### src/rtl/mpa_defs.svh
`ifndef MPA_DEFS_SVH
`define MPA_DEFS_SVH

// Function codes and the exception flag added to them
`define MPA_FC_READ      8'h03
`define MPA_FC_WRITE     8'h10
`define MPA_FC_EXC       8'h80

// Standard exception codes
`define MPA_EX_NONE      8'h00
`define MPA_EX_ILL_FUNC  8'h01
`define MPA_EX_ILL_ADDR  8'h02
`define MPA_EX_ILL_VALUE 8'h03
`define MPA_EX_DEV_FAIL  8'h04
`define MPA_EX_ACK       8'h05
`define MPA_EX_BUSY      8'h06
`define MPA_EX_PARITY    8'h08
`define MPA_EX_GW_PATH   8'h0a
`define MPA_EX_GW_SILENT 8'h0b

// Maker exception codes
`define MPA_EX_BLOCK     8'h20
`define MPA_EX_UNKNOWN   8'h21
`define MPA_EX_PROCESS   8'h22
`define MPA_EX_BYTECNT   8'h23

// Transport
`define MPA_TCP_PORT     16'h01f6
`define MPA_CONN_MAX     2'h2

// Register quantities
`define MPA_QTY_SINGLE   16'h0001
`define MPA_QTY_32       16'h0002
`define MPA_QTY_64       16'h0004

// Byte positions inside a request
`define MPA_POS_FC       8'h00
`define MPA_POS_ADDR_HI  8'h01
`define MPA_POS_ADDR_LO  8'h02
`define MPA_POS_QTY_HI   8'h03
`define MPA_POS_QTY_LO   8'h04
`define MPA_POS_BCNT     8'h05
`define MPA_POS_DATA     8'h06
`define MPA_CNT_MAX      8'hff

// Response frame layout
`define MPA_FRAME_BYTES  13
`define MPA_LEN_EXC      4'h2
`define MPA_LEN_ECHO     4'h5
`define MPA_LEN_RHDR     4'h2
`define MPA_QTY_MAXREG   3'h4

// Float scaling
`define MPA_SCALE        64'h00000000000003e8
`define MPA_DIV_STEPS    7'h40

`endif

### src/rtl/mpa_pkg.sv
package mpa_pkg;
`include "mpa_defs.svh"

	// Request handler states, one-hot
	typedef enum logic [7:0] {
		ST_IDLE  = 8'h01,
		ST_RECV  = 8'h02,
		ST_CHECK = 8'h04,
		ST_LOOK  = 8'h08,
		ST_DIV   = 8'h10,
		ST_ACC   = 8'h20,
		ST_RESP  = 8'h40,
		ST_SEND  = 8'h80
	} mpa_state_type;

	// Sign extension from the width the register quantity implies
	function automatic logic [63:0] mpa_sext(input logic [63:0] v, input logic [15:0] qty);
		logic [63:0] r;
		r = v;
		if (qty == `MPA_QTY_SINGLE) begin
			r = {{48{v[15]}}, v[15:0]};
		end else if (qty == `MPA_QTY_32) begin
			r = {{32{v[31]}}, v[31:0]};
		end
		return r;
	endfunction

	// Byte count that belongs to a register quantity
	function automatic logic [8:0] mpa_qty_bytes(input logic [15:0] qty);
		return {qty[7:0], 1'b0};
	endfunction

endpackage

### src/rtl/mpa_div1000.sv
`timescale 1ns/100ps
`include "mpa_defs.svh"

// Signed division by the float scale factor, one quotient bit per clock
module mpa_div1000 (
	// Clock and reset
	input  wire logic        clk_i,
	input  wire logic        rstn_i,
	// Operation
	input  wire logic        start_i,
	input  wire logic [63:0] dividend_i,
	output logic             done_o,
	output logic [63:0]      quot_o
);
	import mpa_pkg::*;

	logic [6:0]  cnt_q,  cnt_d;
	logic [63:0] rem_q,  rem_d;
	logic [63:0] quo_q,  quo_d;
	logic [63:0] res_q,  res_d;
	logic        neg_q,  neg_d;
	logic        done_q, done_d;
	logic [63:0] trial;

	// Restoring divide on the magnitude; a full 64-step pass trades speed for area
	always_comb begin
		cnt_d  = cnt_q;
		rem_d  = rem_q;
		quo_d  = quo_q;
		res_d  = res_q;
		neg_d  = neg_q;
		done_d = 1'b0;
		trial  = {rem_q[62:0], quo_q[63]};
		if (start_i) begin
			neg_d = dividend_i[63];
			quo_d = dividend_i[63] ? 64'(-dividend_i) : dividend_i;
			rem_d = 64'h0;
			cnt_d = `MPA_DIV_STEPS;
		end else if (cnt_q != 7'h0) begin
			cnt_d = cnt_q - 7'h01;
			if (trial >= `MPA_SCALE) begin
				rem_d = trial - `MPA_SCALE;
				quo_d = {quo_q[62:0], 1'b1};
			end else begin
				rem_d = trial;
				quo_d = {quo_q[62:0], 1'b0};
			end
			if (cnt_q == 7'h01) begin
				res_d  = neg_q ? 64'(-quo_d) : quo_d;
				done_d = 1'b1;
			end
		end
	end

	// Divider registers
	always_ff @(posedge clk_i or negedge rstn_i) begin
		if (!rstn_i) begin
			cnt_q  <= 7'h0;
			rem_q  <= 64'h0;
			quo_q  <= 64'h0;
			res_q  <= 64'h0;
			neg_q  <= 1'b0;
			done_q <= 1'b0;
		end else begin
			cnt_q  <= cnt_d;
			rem_q  <= rem_d;
			quo_q  <= quo_d;
			res_q  <= res_d;
			neg_q  <= neg_d;
			done_q <= done_d;
		end
	end

	assign done_o = done_q;
	assign quot_o = res_q;

endmodule

### src/rtl/mpa_tx.sv
`timescale 1ns/100ps
`include "mpa_defs.svh"

// Response serializer: holds one response frame and shifts it out byte-wise
module mpa_tx (
	// Clock and reset
	input  wire logic         clk_i,
	input  wire logic         rstn_i,
	// Frame load
	input  wire logic         load_i,
	input  wire logic [3:0]   len_i,
	input  wire logic [103:0] frame_i,
	input  wire logic [1:0]   conn_i,
	output logic              done_o,
	// Byte stream
	output logic              tx_valid_o,
	output logic [7:0]        tx_data_o,
	output logic              tx_last_o,
	output logic [1:0]        tx_conn_o,
	input  wire logic         tx_ready_i
);
	import mpa_pkg::*;

	logic [7:0] mem_q [`MPA_FRAME_BYTES];
	logic [7:0] mem_d [`MPA_FRAME_BYTES];
	logic [3:0] len_q,  len_d;
	logic [1:0] conn_q, conn_d;
	logic       take;

	assign take = tx_valid_o && tx_ready_i;

	// Byte 0 always sits at the head so the data output comes straight from a flop
	always_comb begin
		mem_d  = mem_q;
		len_d  = len_q;
		conn_d = conn_q;
		if (load_i) begin
			for (int i = 0; i < `MPA_FRAME_BYTES; i++) begin
				mem_d[i] = frame_i[103 - 8*i -: 8];
			end
			len_d  = len_i;
			conn_d = conn_i;
		end else if (take) begin
			for (int i = 0; i < `MPA_FRAME_BYTES - 1; i++) begin
				mem_d[i] = mem_q[i + 1];
			end
			mem_d[`MPA_FRAME_BYTES - 1] = 8'h00;
			len_d = len_q - 4'h1;
		end
	end

	// Frame registers
	always_ff @(posedge clk_i or negedge rstn_i) begin
		if (!rstn_i) begin
			for (int i = 0; i < `MPA_FRAME_BYTES; i++) begin
				mem_q[i] <= 8'h00;
			end
			len_q  <= 4'h0;
			conn_q <= 2'h0;
		end else begin
			mem_q  <= mem_d;
			len_q  <= len_d;
			conn_q <= conn_d;
		end
	end

	assign tx_valid_o = (len_q != 4'h0);
	assign tx_data_o  = mem_q[0];
	assign tx_last_o  = (len_q == 4'h1);
	assign tx_conn_o  = conn_q;
	assign done_o     = take && tx_last_o;

endmodule

### src/rtl/mpa_top.sv
`timescale 1ns/100ps
`include "mpa_defs.svh"

// Functional notes
// - Only function codes 0x03 and 0x10 are served; others get an exception.
// - Parameters up to 32 bits take two registers, accessed together.
// - 64-bit parameters take four registers, accessed together in one message.
// - Wrong register quantity gives an exception; some parameters allow one register.
// - Float values are multiplied by 1000 when read, divided when written.
// - Writing a value-less command executes it, data dropped; reading returns zero.
// - Read reply carries 0x03, byte count twice quantity, then register bytes.
// - Write reply echoes 0x10, start address and quantity, without data.
// - Failures answer the function code with 0x80 added (0x83, 0x90, 0x84 for 0x04) followed by one exception code byte.
// - Standard exception codes 1 to 6, 8, 10 and 11 are defined.
// - Quantity not matching parameter width returns maker code 32.
// - Unknown address returns code 33; failed processing returns code 34.
// - Inconsistent byte count field in a write returns code 35.
// - Most significant word first, each register high byte first.
// - Requests are served on TCP port 502 with no CRC.
// - Up to three master connections are served.
// - String-output commands are not reachable through registers.
module mpa_top (
	// Clock and reset
	input  wire logic        clk_i,
	input  wire logic        rstn_i,
	// Request bytes from the transport
	input  wire logic        rx_valid_i,
	input  wire logic [7:0]  rx_data_i,
	input  wire logic        rx_last_i,
	input  wire logic [1:0]  rx_conn_i,
	input  wire logic [15:0] rx_port_i,
	output logic             rx_ready_o,
	// Response bytes to the transport
	output logic             tx_valid_o,
	output logic [7:0]       tx_data_o,
	output logic             tx_last_o,
	output logic [1:0]       tx_conn_o,
	input  wire logic        tx_ready_i,
	// Parameter lookup
	output logic             look_req_o,
	output logic [15:0]      look_addr_o,
	input  wire logic        look_ack_i,
	input  wire logic        look_found_i,
	input  wire logic        look_wide_i,
	input  wire logic        look_single_i,
	input  wire logic        look_float_i,
	input  wire logic        look_cmd_i,
	input  wire logic        look_string_i,
	// Parameter access
	output logic             acc_req_o,
	output logic             acc_we_o,
	output logic             acc_exec_o,
	output logic [15:0]      acc_addr_o,
	output logic [63:0]      acc_wdata_o,
	input  wire logic        acc_ack_i,
	input  wire logic        acc_err_i,
	input  wire logic [63:0] acc_rdata_i
);
	import mpa_pkg::*;

	mpa_state_type state_q, state_d;
	logic [7:0]    cnt_q,   cnt_d;
	logic [7:0]    fc_q,    fc_d;
	logic [15:0]   addr_q,  addr_d;
	logic [15:0]   qty_q,   qty_d;
	logic [7:0]    bc_q,    bc_d;
	logic [63:0]   data_q,  data_d;
	logic [1:0]    conn_q,  conn_d;
	logic          drop_q,  drop_d;
	logic          float_q, float_d;
	logic          we_q,    we_d;
	logic          exec_q,  exec_d;
	logic [7:0]    exc_q,   exc_d;
	logic [63:0]   wdata_q, wdata_d;
	logic [63:0]   rdata_q, rdata_d;

	logic          rx_take;
	logic [7:0]    pos;
	logic          is_read;
	logic          is_write;
	logic          size_ok;
	logic          div_start;
	logic          div_done;
	logic [63:0]   div_quot;
	logic          tx_load;
	logic          tx_done;
	logic [3:0]    tx_len;
	logic [103:0]  tx_frame;
	logic [63:0]   rd_aligned;
	logic [63:0]   rd_value;

	// Intake is open only while idle or receiving a request, which holds back all connections
	assign rx_ready_o = (state_q == ST_IDLE) || (state_q == ST_RECV);
	assign rx_take    = rx_valid_i && rx_ready_o;
	assign pos        = (state_q == ST_IDLE) ? `MPA_POS_FC : cnt_q;
	assign is_read    = (fc_q == `MPA_FC_READ);
	assign is_write   = (fc_q == `MPA_FC_WRITE);

	// Block size check against the parameter width
	always_comb begin
		if (look_wide_i) begin
			size_ok = (qty_q == `MPA_QTY_64);
		end else begin
			size_ok = (qty_q == `MPA_QTY_32)
				|| (look_single_i && (qty_q == `MPA_QTY_SINGLE));
		end
	end

	// Value read back, sign-extended from the register quantity and scaled for floats
	always_comb begin
		rd_value = mpa_sext(acc_rdata_i, qty_q);
		if (float_q) begin
			rd_value = 64'(rd_value * `MPA_SCALE);
		end
	end

	// Request parser and sequencer
	always_comb begin
		state_d   = state_q;
		cnt_d     = cnt_q;
		fc_d      = fc_q;
		addr_d    = addr_q;
		qty_d     = qty_q;
		bc_d      = bc_q;
		data_d    = data_q;
		conn_d    = conn_q;
		drop_d    = drop_q;
		float_d   = float_q;
		we_d      = we_q;
		exec_d    = exec_q;
		exc_d     = exc_q;
		wdata_d   = wdata_q;
		rdata_d   = rdata_q;
		div_start = 1'b0;
		tx_load   = 1'b0;
		case (state_q)
			ST_IDLE, ST_RECV: begin
				if (rx_take) begin
					// Frame ends on the transport's last flag; no CRC is expected
					if (pos == `MPA_POS_FC) begin
						fc_d   = rx_data_i;
						conn_d = rx_conn_i;
						drop_d = (rx_port_i != `MPA_TCP_PORT)
							|| (rx_conn_i > `MPA_CONN_MAX);
						data_d = 64'h0;
						bc_d   = 8'h00;
						qty_d  = 16'h0000;
						addr_d = 16'h0000;
						exc_d  = `MPA_EX_NONE;
					end else if (pos == `MPA_POS_ADDR_HI) begin
						addr_d[15:8] = rx_data_i;
					end else if (pos == `MPA_POS_ADDR_LO) begin
						addr_d[7:0] = rx_data_i;
					end else if (pos == `MPA_POS_QTY_HI) begin
						qty_d[15:8] = rx_data_i;
					end else if (pos == `MPA_POS_QTY_LO) begin
						qty_d[7:0] = rx_data_i;
					end else if (pos == `MPA_POS_BCNT) begin
						bc_d = rx_data_i;
					end else begin
						data_d = {data_q[55:0], rx_data_i};
					end
					cnt_d   = (pos == `MPA_CNT_MAX) ? pos : pos + 8'h01;
					state_d = rx_last_i ? ST_CHECK : ST_RECV;
				end
			end
			ST_CHECK: begin
				cnt_d   = 8'h00;
				state_d = ST_RESP;
				if (drop_q) begin
					state_d = ST_IDLE;
				end else if (!is_read && !is_write) begin
					exc_d = `MPA_EX_ILL_FUNC;
				end else if (is_read && (cnt_q != `MPA_POS_BCNT)) begin
					exc_d = `MPA_EX_ILL_VALUE;
				end else if (is_write && (cnt_q < `MPA_POS_DATA)) begin
					exc_d = `MPA_EX_ILL_VALUE;
				end else if (is_write && (({1'b0, bc_q} != mpa_qty_bytes(qty_q))
						|| (qty_q[15:8] != 8'h00)
						|| ({1'b0, cnt_q} != ({1'b0, `MPA_POS_DATA} + {1'b0, bc_q})))) begin
					exc_d = `MPA_EX_BYTECNT;
				end else begin
					state_d = ST_LOOK;
				end
			end
			ST_LOOK: begin
				if (look_ack_i) begin
					float_d = look_float_i;
					we_d    = is_write;
					exec_d  = 1'b0;
					wdata_d = mpa_sext(data_q, qty_q);
					state_d = ST_RESP;
					if (!look_found_i || look_string_i) begin
						exc_d = `MPA_EX_UNKNOWN;
					end else if (!size_ok) begin
						exc_d = `MPA_EX_BLOCK;
					end else if (look_cmd_i && is_read) begin
						rdata_d = 64'h0;
					end else if (look_cmd_i) begin
						exec_d  = 1'b1;
						we_d    = 1'b0;
						wdata_d = 64'h0;
						state_d = ST_ACC;
					end else if (is_write && look_float_i) begin
						div_start = 1'b1;
						state_d   = ST_DIV;
					end else begin
						state_d = ST_ACC;
					end
				end
			end
			ST_DIV: begin
				if (div_done) begin
					wdata_d = div_quot;
					state_d = ST_ACC;
				end
			end
			ST_ACC: begin
				if (acc_ack_i) begin
					state_d = ST_RESP;
					if (acc_err_i) begin
						exc_d = `MPA_EX_PROCESS;
					end else if (is_read) begin
						rdata_d = rd_value;
					end
				end
			end
			ST_RESP: begin
				tx_load = 1'b1;
				state_d = ST_SEND;
			end
			ST_SEND: begin
				if (tx_done) begin
					state_d = ST_IDLE;
				end
			end
			default: begin
				state_d = ST_IDLE;
			end
		endcase
	end

	// Response frame, first byte on the left
	always_comb begin
		rd_aligned = rdata_q << {(`MPA_QTY_MAXREG - qty_q[2:0]), 4'h0};
		if (exc_q != `MPA_EX_NONE) begin
			tx_frame = {fc_q | `MPA_FC_EXC, exc_q, 88'h0};
			tx_len   = `MPA_LEN_EXC;
		end else if (is_read) begin
			tx_frame = {fc_q, {qty_q[6:0], 1'b0}, rd_aligned, 24'h0};
			tx_len   = `MPA_LEN_RHDR + {qty_q[2:0], 1'b0};
		end else begin
			tx_frame = {fc_q, addr_q, qty_q, 64'h0};
			tx_len   = `MPA_LEN_ECHO;
		end
	end

	// Sequencer registers
	always_ff @(posedge clk_i or negedge rstn_i) begin
		if (!rstn_i) begin
			state_q <= ST_IDLE;
			cnt_q   <= 8'h00;
			fc_q    <= 8'h00;
			addr_q  <= 16'h0000;
			qty_q   <= 16'h0000;
			bc_q    <= 8'h00;
			data_q  <= 64'h0;
			conn_q  <= 2'h0;
			drop_q  <= 1'b0;
			float_q <= 1'b0;
			we_q    <= 1'b0;
			exec_q  <= 1'b0;
			exc_q   <= 8'h00;
			wdata_q <= 64'h0;
			rdata_q <= 64'h0;
		end else begin
			state_q <= state_d;
			cnt_q   <= cnt_d;
			fc_q    <= fc_d;
			addr_q  <= addr_d;
			qty_q   <= qty_d;
			bc_q    <= bc_d;
			data_q  <= data_d;
			conn_q  <= conn_d;
			drop_q  <= drop_d;
			float_q <= float_d;
			we_q    <= we_d;
			exec_q  <= exec_d;
			exc_q   <= exc_d;
			wdata_q <= wdata_d;
			rdata_q <= rdata_d;
		end
	end

	// Lookup and access requests; a write rejected by the checks or the lookup never reaches the access state
	assign look_req_o  = (state_q == ST_LOOK);
	assign look_addr_o = addr_q;
	assign acc_req_o   = (state_q == ST_ACC);
	assign acc_we_o    = we_q;
	assign acc_exec_o  = exec_q;
	assign acc_addr_o  = addr_q;
	assign acc_wdata_o = wdata_q;

	// Float write scaling
	mpa_div1000 u_div (
		.clk_i      (clk_i),
		.rstn_i     (rstn_i),
		.start_i    (div_start),
		.dividend_i (mpa_sext(data_q, qty_q)),
		.done_o     (div_done),
		.quot_o     (div_quot)
	);

	// Response serializer, tagged with the requesting connection
	mpa_tx u_tx (
		.clk_i      (clk_i),
		.rstn_i     (rstn_i),
		.load_i     (tx_load),
		.len_i      (tx_len),
		.frame_i    (tx_frame),
		.conn_i     (conn_q),
		.done_o     (tx_done),
		.tx_valid_o (tx_valid_o),
		.tx_data_o  (tx_data_o),
		.tx_last_o  (tx_last_o),
		.tx_conn_o  (tx_conn_o),
		.tx_ready_i (tx_ready_i)
	);

endmodule

### config.mk
export PLATFORM = sky130hd
export DESIGN_NAME = mpa_top
export DESIGN_NICKNAME = d
export VERILOG_FILES = /design/src/rtl/mpa_pkg.sv /design/src/rtl/mpa_div1000.sv /design/src/rtl/mpa_tx.sv /design/src/rtl/mpa_top.sv
export VERILOG_INCLUDE_DIRS = /design/src /design/src/rtl
export SDC_FILE = /design/constraint.sdc
export NUM_CORES = 2
export LEC_CHECK = 0
export BUFFER_PORTS_ARGS = -buffer_cell sky130_fd_sc_hd__buf_2
export CORE_ASPECT_RATIO = 1.75
export CORE_UTILIZATION = 63
export DETAILED_ROUTE_END_ITERATION = 10
export HOLD_SLACK_MARGIN = 0.05
export PLACE_DENSITY = 0.82
export SYNTH_ARGS = -nofsm -noshare
export SYNTH_HDL_FRONTEND = slang
export SYNTH_SLANG_ARGS = --single-unit
export TNS_END_PERCENT = 50
### constraint.sdc
create_clock -name clk_i -period 7.9 [get_ports clk_i]
set_input_delay 1.58 -clock clk_i [delete_from_list [all_inputs] [get_ports clk_i]]
set_output_delay 1.58 -clock clk_i [all_outputs]
set_load 0.005 [all_outputs]
Yosys cells after proc, flatten, opt, wreduce, memory -nomap -nowiden
Cells that the tools add are included.
{"block": "word_totals", "register_bits": 580, "inputBits": 104, "output_inout_bits": 113, "wordCells": 264, "memories": 0, "latch_bits": 0, "mem_bits_rw": 0, "rom_bits": 0}
{"block": "classes", "n_bitwise": 1, "magnitude_cmp": 3, "n_eq_ne": 45, "n_addsub": 9, "shifts": 1, "muxes": 116, "multipliers": 1, "n_reduce_logical": 50, "n_div": 0}
{"cell": "64-bit 2-to-1 mux", "count": 30}
{"cell": "104-bit 2-to-1 mux", "count": 3}
{"cell": "8-bit 2-to-1 mux", "count": 32}
{"cell": "64-bit one-hot mux with 2 select lines", "count": 2}
{"cell": "63-bit 2-to-1 mux", "count": 3}
{"cell": "64-bit negator", "count": 2}
{"cell": "96-bit 2-to-1 mux", "count": 1}
{"cell": "7-bit 2-to-1 mux", "count": 10}
{"cell": "64-bit by 10-bit >= comparator with 1-bit output (second input constant)", "count": 1}
{"cell": "64-bit by 7-bit multiplier with 61-bit output (second input constant)", "count": 1}
{"cell": "16-bit 2-to-1 mux", "count": 4}
{"cell": "64-bit by 7-bit << shifter with 64-bit output", "count": 1}
{"cell": "63-bit by 10-bit subtractor with 63-bit output (second input constant)", "count": 1}
{"cell": "8-bit one-hot mux with 7 select lines", "count": 1}
{"cell": "8-bit by 2-bit equality test with 1-bit output (second input constant)", "count": 4}
{"cell": "8-bit one-hot mux with 4 select lines", "count": 1}
{"cell": "8-bit by 3-bit equality test with 1-bit output (second input constant)", "count": 3}
{"cell": "2-bit != test (second input constant)", "count": 11}
{"cell": "1-bit 2-to-1 mux", "count": 21}
{"cell": "2-bit nonzero test", "count": 10}
{"cell": "8-bit by 9-bit != test with 1-bit output", "count": 2}
{"cell": "16-bit by 1-bit equality test with 1-bit output (second input constant)", "count": 1}
{"cell": "16-bit by 2-bit equality test with 1-bit output (second input constant)", "count": 1}
{"cell": "16-bit by 3-bit equality test with 1-bit output (second input constant)", "count": 1}
{"cell": "other kinds (42)", "count": 79}

Depth between registers and ports, before layout
{"block": "depth", "ltp_word": 12, "depth_mapped": 29, "ltp_nobuf": 28}

Hierarchy
From an unflattened synthesis, not the netlist that was laid out.
{"block": "hier_totals", "cells_unflattened": 4471, "hier_area_um2": 40631.5}
{"module": "mpa_top", "seq_area_each_um2": 6632.6, "n_inst": 1, "area_each_um2": 23234.8, "cells_each": 2572}
{"module": "mpa_div1000", "seq_area_each_um2": 5004.8, "n_inst": 1, "area_each_um2": 12087.8, "cells_each": 1373}
{"module": "mpa_tx", "seq_area_each_um2": 2752.6, "n_inst": 1, "area_each_um2": 5308.8, "cells_each": 526}

Worst setup path after synthesis
OpenSTA, ideal clock, no wires.
{"block": "synth_timing", "kind": "register -> register", "startpoint": "reg qty_q[12]", "endpoint": "reg rdata_q[63]", "n_path_buf": 3, "t_required_ns": 7.762, "t_arrival_ns": 6.747, "setup_time_ns": 0.138, "period_less_slack_ns": 6.885, "slack_ns": 1.015, "stages_incl_launch_ff": 24, "cell_sequence": "dfrtp_1 > nor4_2 > nand4_1 > nor3_1 > clkbuf_1 > clkbuf_1 > nor2_1 > o21ai_0 > fa_1 > fa_1 > fa_1 > inv_1 > fa_1 > inv_1 > ha_1 > clkbuf_1 > a21oi_1 > o21ai_0 > a21o_1 > a21oi_1 > o31ai_1 > a41oi_1 > mux2i_1 > o211ai_1"}
{"block": "synth_via", "elab_chain_cells": 9, "elab_cells_between_ends": 16, "cone_classes": "mul: 1; eq/ne: 4; mux: 8; reduce/logical: 3"}
{"element": "start: declaration", "line_no": "mpa_top.sv:65", "source": "logic [15:0] qty_q, qty_d;"}
{"element": "start signal: assignment", "line_no": "mpa_top.sv:281", "source": "qty_q <= qty_d;"}
{"element": "16-bit by 2-bit equality test with 1-bit output (no source line)"}
{"element": "64-bit 2-to-1 mux", "line_no": "mpa_pkg.sv:22", "source": "end else if (qty == `MPA_QTY_32) begin"}
{"element": "64-bit 2-to-1 mux", "line_no": "mpa_pkg.sv:20", "source": "if (qty == `MPA_QTY_SINGLE) begin"}
{"element": "64-bit by 7-bit multiplier with 61-bit output (no source line)"}
{"element": "64-bit 2-to-1 mux", "line_no": "mpa_top.sv:112", "source": "if (float_q) begin"}
{"element": "64-bit 2-to-1 mux", "line_no": "mpa_top.sv:223", "source": "end else if (is_read) begin"}
{"element": "64-bit 2-to-1 mux", "line_no": "mpa_top.sv:221", "source": "if (acc_err_i) begin"}
{"element": "64-bit 2-to-1 mux", "line_no": "mpa_top.sv:219", "source": "if (acc_ack_i) begin"}
{"element": "64-bit one-hot mux with 2 select lines", "line_no": "mpa_top.sv:136", "source": "case (state_q)"}
{"element": "end signal: assignment", "line_no": "mpa_top.sv:291", "source": "rdata_q <= rdata_d;"}
{"element": "end: declaration", "line_no": "mpa_top.sv:75", "source": "logic [63:0] rdata_q, rdata_d;"}
Several ways; a longest one is shown, not always the timed one. The select of a mux whose other input is x is not followed.
A chain may end at the register's enable or synchronous reset.

Worst setup path after layout
{"block": "layout_timing", "startpoint": "reg qty_q[7]", "endpoint": "reg rdata_q[61]"}
The elaborated chain is that of the path after synthesis.

==> metrics.txt <==
crit path kind reg2reg; layout cells sized above 1 9.989%; DRC 0; max-cap viol count 0; CTS buffer count 50; Inst Count DP 5,366; fmax 0.1345 GHz; vias 34,970; IO Port Bufs 216; post-synthesis cell area 39,060 um^2; R2R Setup Slk 470 ps; count leader, synth nand2_1; Rows 120; Initial Util 63.76%; leak pwr 18.50 nW; CP max FO 18; sequential fraction of the synthesis area 35.31%; H-tree levels 2; clock root buffer clkbuf_16; crit path capture type flop; Required @ worst endpoint 8370 ps; RSZ-0062 raised after global routing false; core area 61,260 um^2; pin count of the biggest net entering global routing 161; clock skew 29.49 ps; Synth top cells by count nand2_1, o21ai_0, dfrtp_1; register bit count reported by yosys 551; Critical Path End rdata_q[61]$_DFFE_PN0P_; Syn-to-layout area delta 8.473%; Yosys Warn Count 0; die height 331.4 um; Netlist cell types 79; share of the synthesized area in the top cell type 35.24%; DR WL/cell 23.15 um; Routed Antenna Nets 0; Sum Neg Setup Slack 0 ps; fin. max-slew vios 0; min Tclk post-route 7433 ps; Clk pin slew, worst setup/hold paths 70 ps; grt total ovfl 0; IO Pins 217; clock latency on the worst-skew pair 620 ps; Final Cycle Share 94.08%; Reg-to-Reg Start qty_q[7]$_DFFE_PN0P_; nets@finish 5,030; final setup violating endpoints 0; ys async rst share 100.0%; post-CTS setup repair buffer count 0; slew of the pin with the lowest slew margin 1257 ps; Most Frequent Cell on Critical Path a21oi_1; CP delay by family, top compound AO/OA/AOI/OAI gates; CP cell instances nor3_1, and4_1, nand2_2, buf_4, a21oi_1, or2_2, o21a_1, fa_1, fa_1, fa_1, inv_1, ha_1, a21oi_1, o21bai_1, a21oi_1, o21ai_0, a21oi_1, a21bo_2, and4_1, o41ai_1, mux2i_1, o21ai_0; maximum clock path buffer count 3; worst vdd ir 0.0009889 V; Worst R2R End rdata_q[61]$_DFFE_PN0P_; Post-synth EDFFs 0; Cell Pwr Density 465.0 nW/um^2; CP startpoint qty_q[7]$_DFFE_PN0P_; status complete, no violations; die area 63,040 um^2; Hold Crit Class reg2reg; Avg Cell Area, Syn 8.560 um^2; non-filler cells, final 5,465; Crit path largest cell delay 670 ps; Final Hold Vio Count 0; largest cells by area after synthesis dfrtp_1, fa_1, o21ai_0; Resize count post-CTS 0; gp weighted congestion 1.039; worst reg-to-reg path cell count 22; Synth Flop Type dfrtp_1; Worst Path Arrival 7910 ps; die width 190.2 um; number of DRC markers in iteration 0 3,070; detailed placement HPWL 95,000 um; CTS tree yes; syn nets 4,968; Critical Path Slowest Stage Cell a21oi_1; Detailed Route WL 126,500 um; DR vias/cell 6.399; Max-Slew Margin vs Limit 15.92%; First-pass DRT Iterations 6; Total GRT Usage 40.71%; clock tree sinks 551; crit start category flop; global-route wire length before repair 197,800 um; Critical Path Stages 22; CTS Hold Bufs 0; Yosys top cell by area dfrtp_1; initial antenna violation count 6; Buffers & Inverters on Critical Path 2; Synth Instances 4,563; vias in the first global route 35,570
## worst min-delay path: stages (launching register included)
cell     delay (ps)
dfrtp_1         340
nand2_1          50
nand2_1          50
## cell usage in the layout, fill, tap and decap left out, drive strengths merged, types with 83 or more instances in the layout
cell,synthesis,layout
nand2,686,686
xnor2,140,140
fa,190,190
a21oi,349,349
inv,222,224
xor2,150,150
ha,111,111
mux2i,83,83
o21ai,568,568
buf,47,302
nor2,351,351
dfrtp,550,550
## worst min-delay path by stage
stage	start	end	slack (ps)	cells past startpoint
6_report	conn_q[1]$_DFFE_PN0P_	u_tx.tx_conn_o[1]$_DFFE_PN0P_	470	2
5_1_grt	u_div.quot_o[55]$_DFFE_PN0P_	u_div.quot_o[55]$_DFFE_PN0P_	500	2
4_1_cts	conn_q[1]$_DFFE_PN0P_	u_tx.tx_conn_o[1]$_DFFE_PN0P_	480	2
3_5_place_dp	u_tx.tx_conn_o[0]$_DFFE_PN0P_	u_tx.tx_conn_o[0]$_DFFE_PN0P_	460	2
3_3_place_gp	conn_q[1]$_DFFE_PN0P_	u_tx.tx_conn_o[1]$_DFFE_PN0P_	440	2
2_1_floorplan	conn_q[0]$_DFFE_PN0P_	u_tx.tx_conn_o[0]$_DFFE_PN0P_	430	2
## where the power goes
group | switching, mW | total [mW] | internal (mW) | leakage (nW)
registers | 0.412 | 3.59 | 3.18 | 6.98
logic | 8.48 | 13.7 | 5.18 | 10.7
clock network | 1.14 | 2.45 | 1.31 | 0.792
total | 10.0 | 19.7 | 9.67 | 18.5
## cell type report
type | count | area [um^2]
Clock buffer | 74 | 1451
Fill cell | 5060 | 18890
Timing Repair Buffer | 302 | 1787
Clock inverter | 18 | 152.6
Multi-Input combinational cell | 3498 | 23340
Sequential cell | 551 | 13790
Inverter | 222 | 833.3
Antenna cell | 7 | 17.52
Tap cell | 793 | 992.2
## through the flow
stage / area, um^2 / setup WS (ps) / hold WS (ps) / util (%) / total power [mW]
6_report: 42370 / 467.4 / 472.1 / 69.16 / 19.70
3_3_place_gp: 40750 / 342.5 / 442.3 / 66.51 / 16.89
3_5_place_dp: 40750 / 248.2 / 463.0 / 66.51 / 16.98
2_1_floorplan: 39060 / 1015 / 433.1 / - / 13.30
4_1_cts: 42350 / 551.2 / 475.9 / 69.13 / 19.48
5_1_grt: 42360 / 173.5 / 500.2 / 69.15 / 21.10
## flip-flops by register name, indices dropped and copies added (netlist names), 2 cells and up
register	cells
u_tx.tx_conn_o	2
bc_q	8
cnt_q	8
state_q	8
exc_q	3
acc_wdata_o	64
data_q	64
u_tx.tx_data_o	8
u_div.rem_q	63
fc_q	8
u_div.quo_q	64
u_div.quot_o	64
conn_q	2
u_tx.len_q	4
u_div.cnt_q	7
u_tx.mem_q	72
rdata_q	64
acc_addr_o	16
qty_q	16
## layer usage
layer,track usage [%],share of wire [%],vias up
li1,-,-,15920
met1,42.92,34,16960
met2,70.65,51,1519
met3,5.788,5.8,569
met4,34.81,9.9,2
met5,0,0.010,-
## kinds of logic (layout without fill, tap and decap cells)
kind of cell	Yosys count	count (layout)	synth area share [%]
XOR/XNOR	290	290	6.503
flip-flops	551	551	35.31
buffers and inverters	514	616	5.180
AO/OA/AOI/OAI	1357	1357	20.42
adder cells (fa/ha/maj)	301	301	13.29
other	0	7	0
multiplexers	98	98	2.560
AND/OR/NAND/NOR	1452	1452	16.74
(Power assumes the default switching activity.)
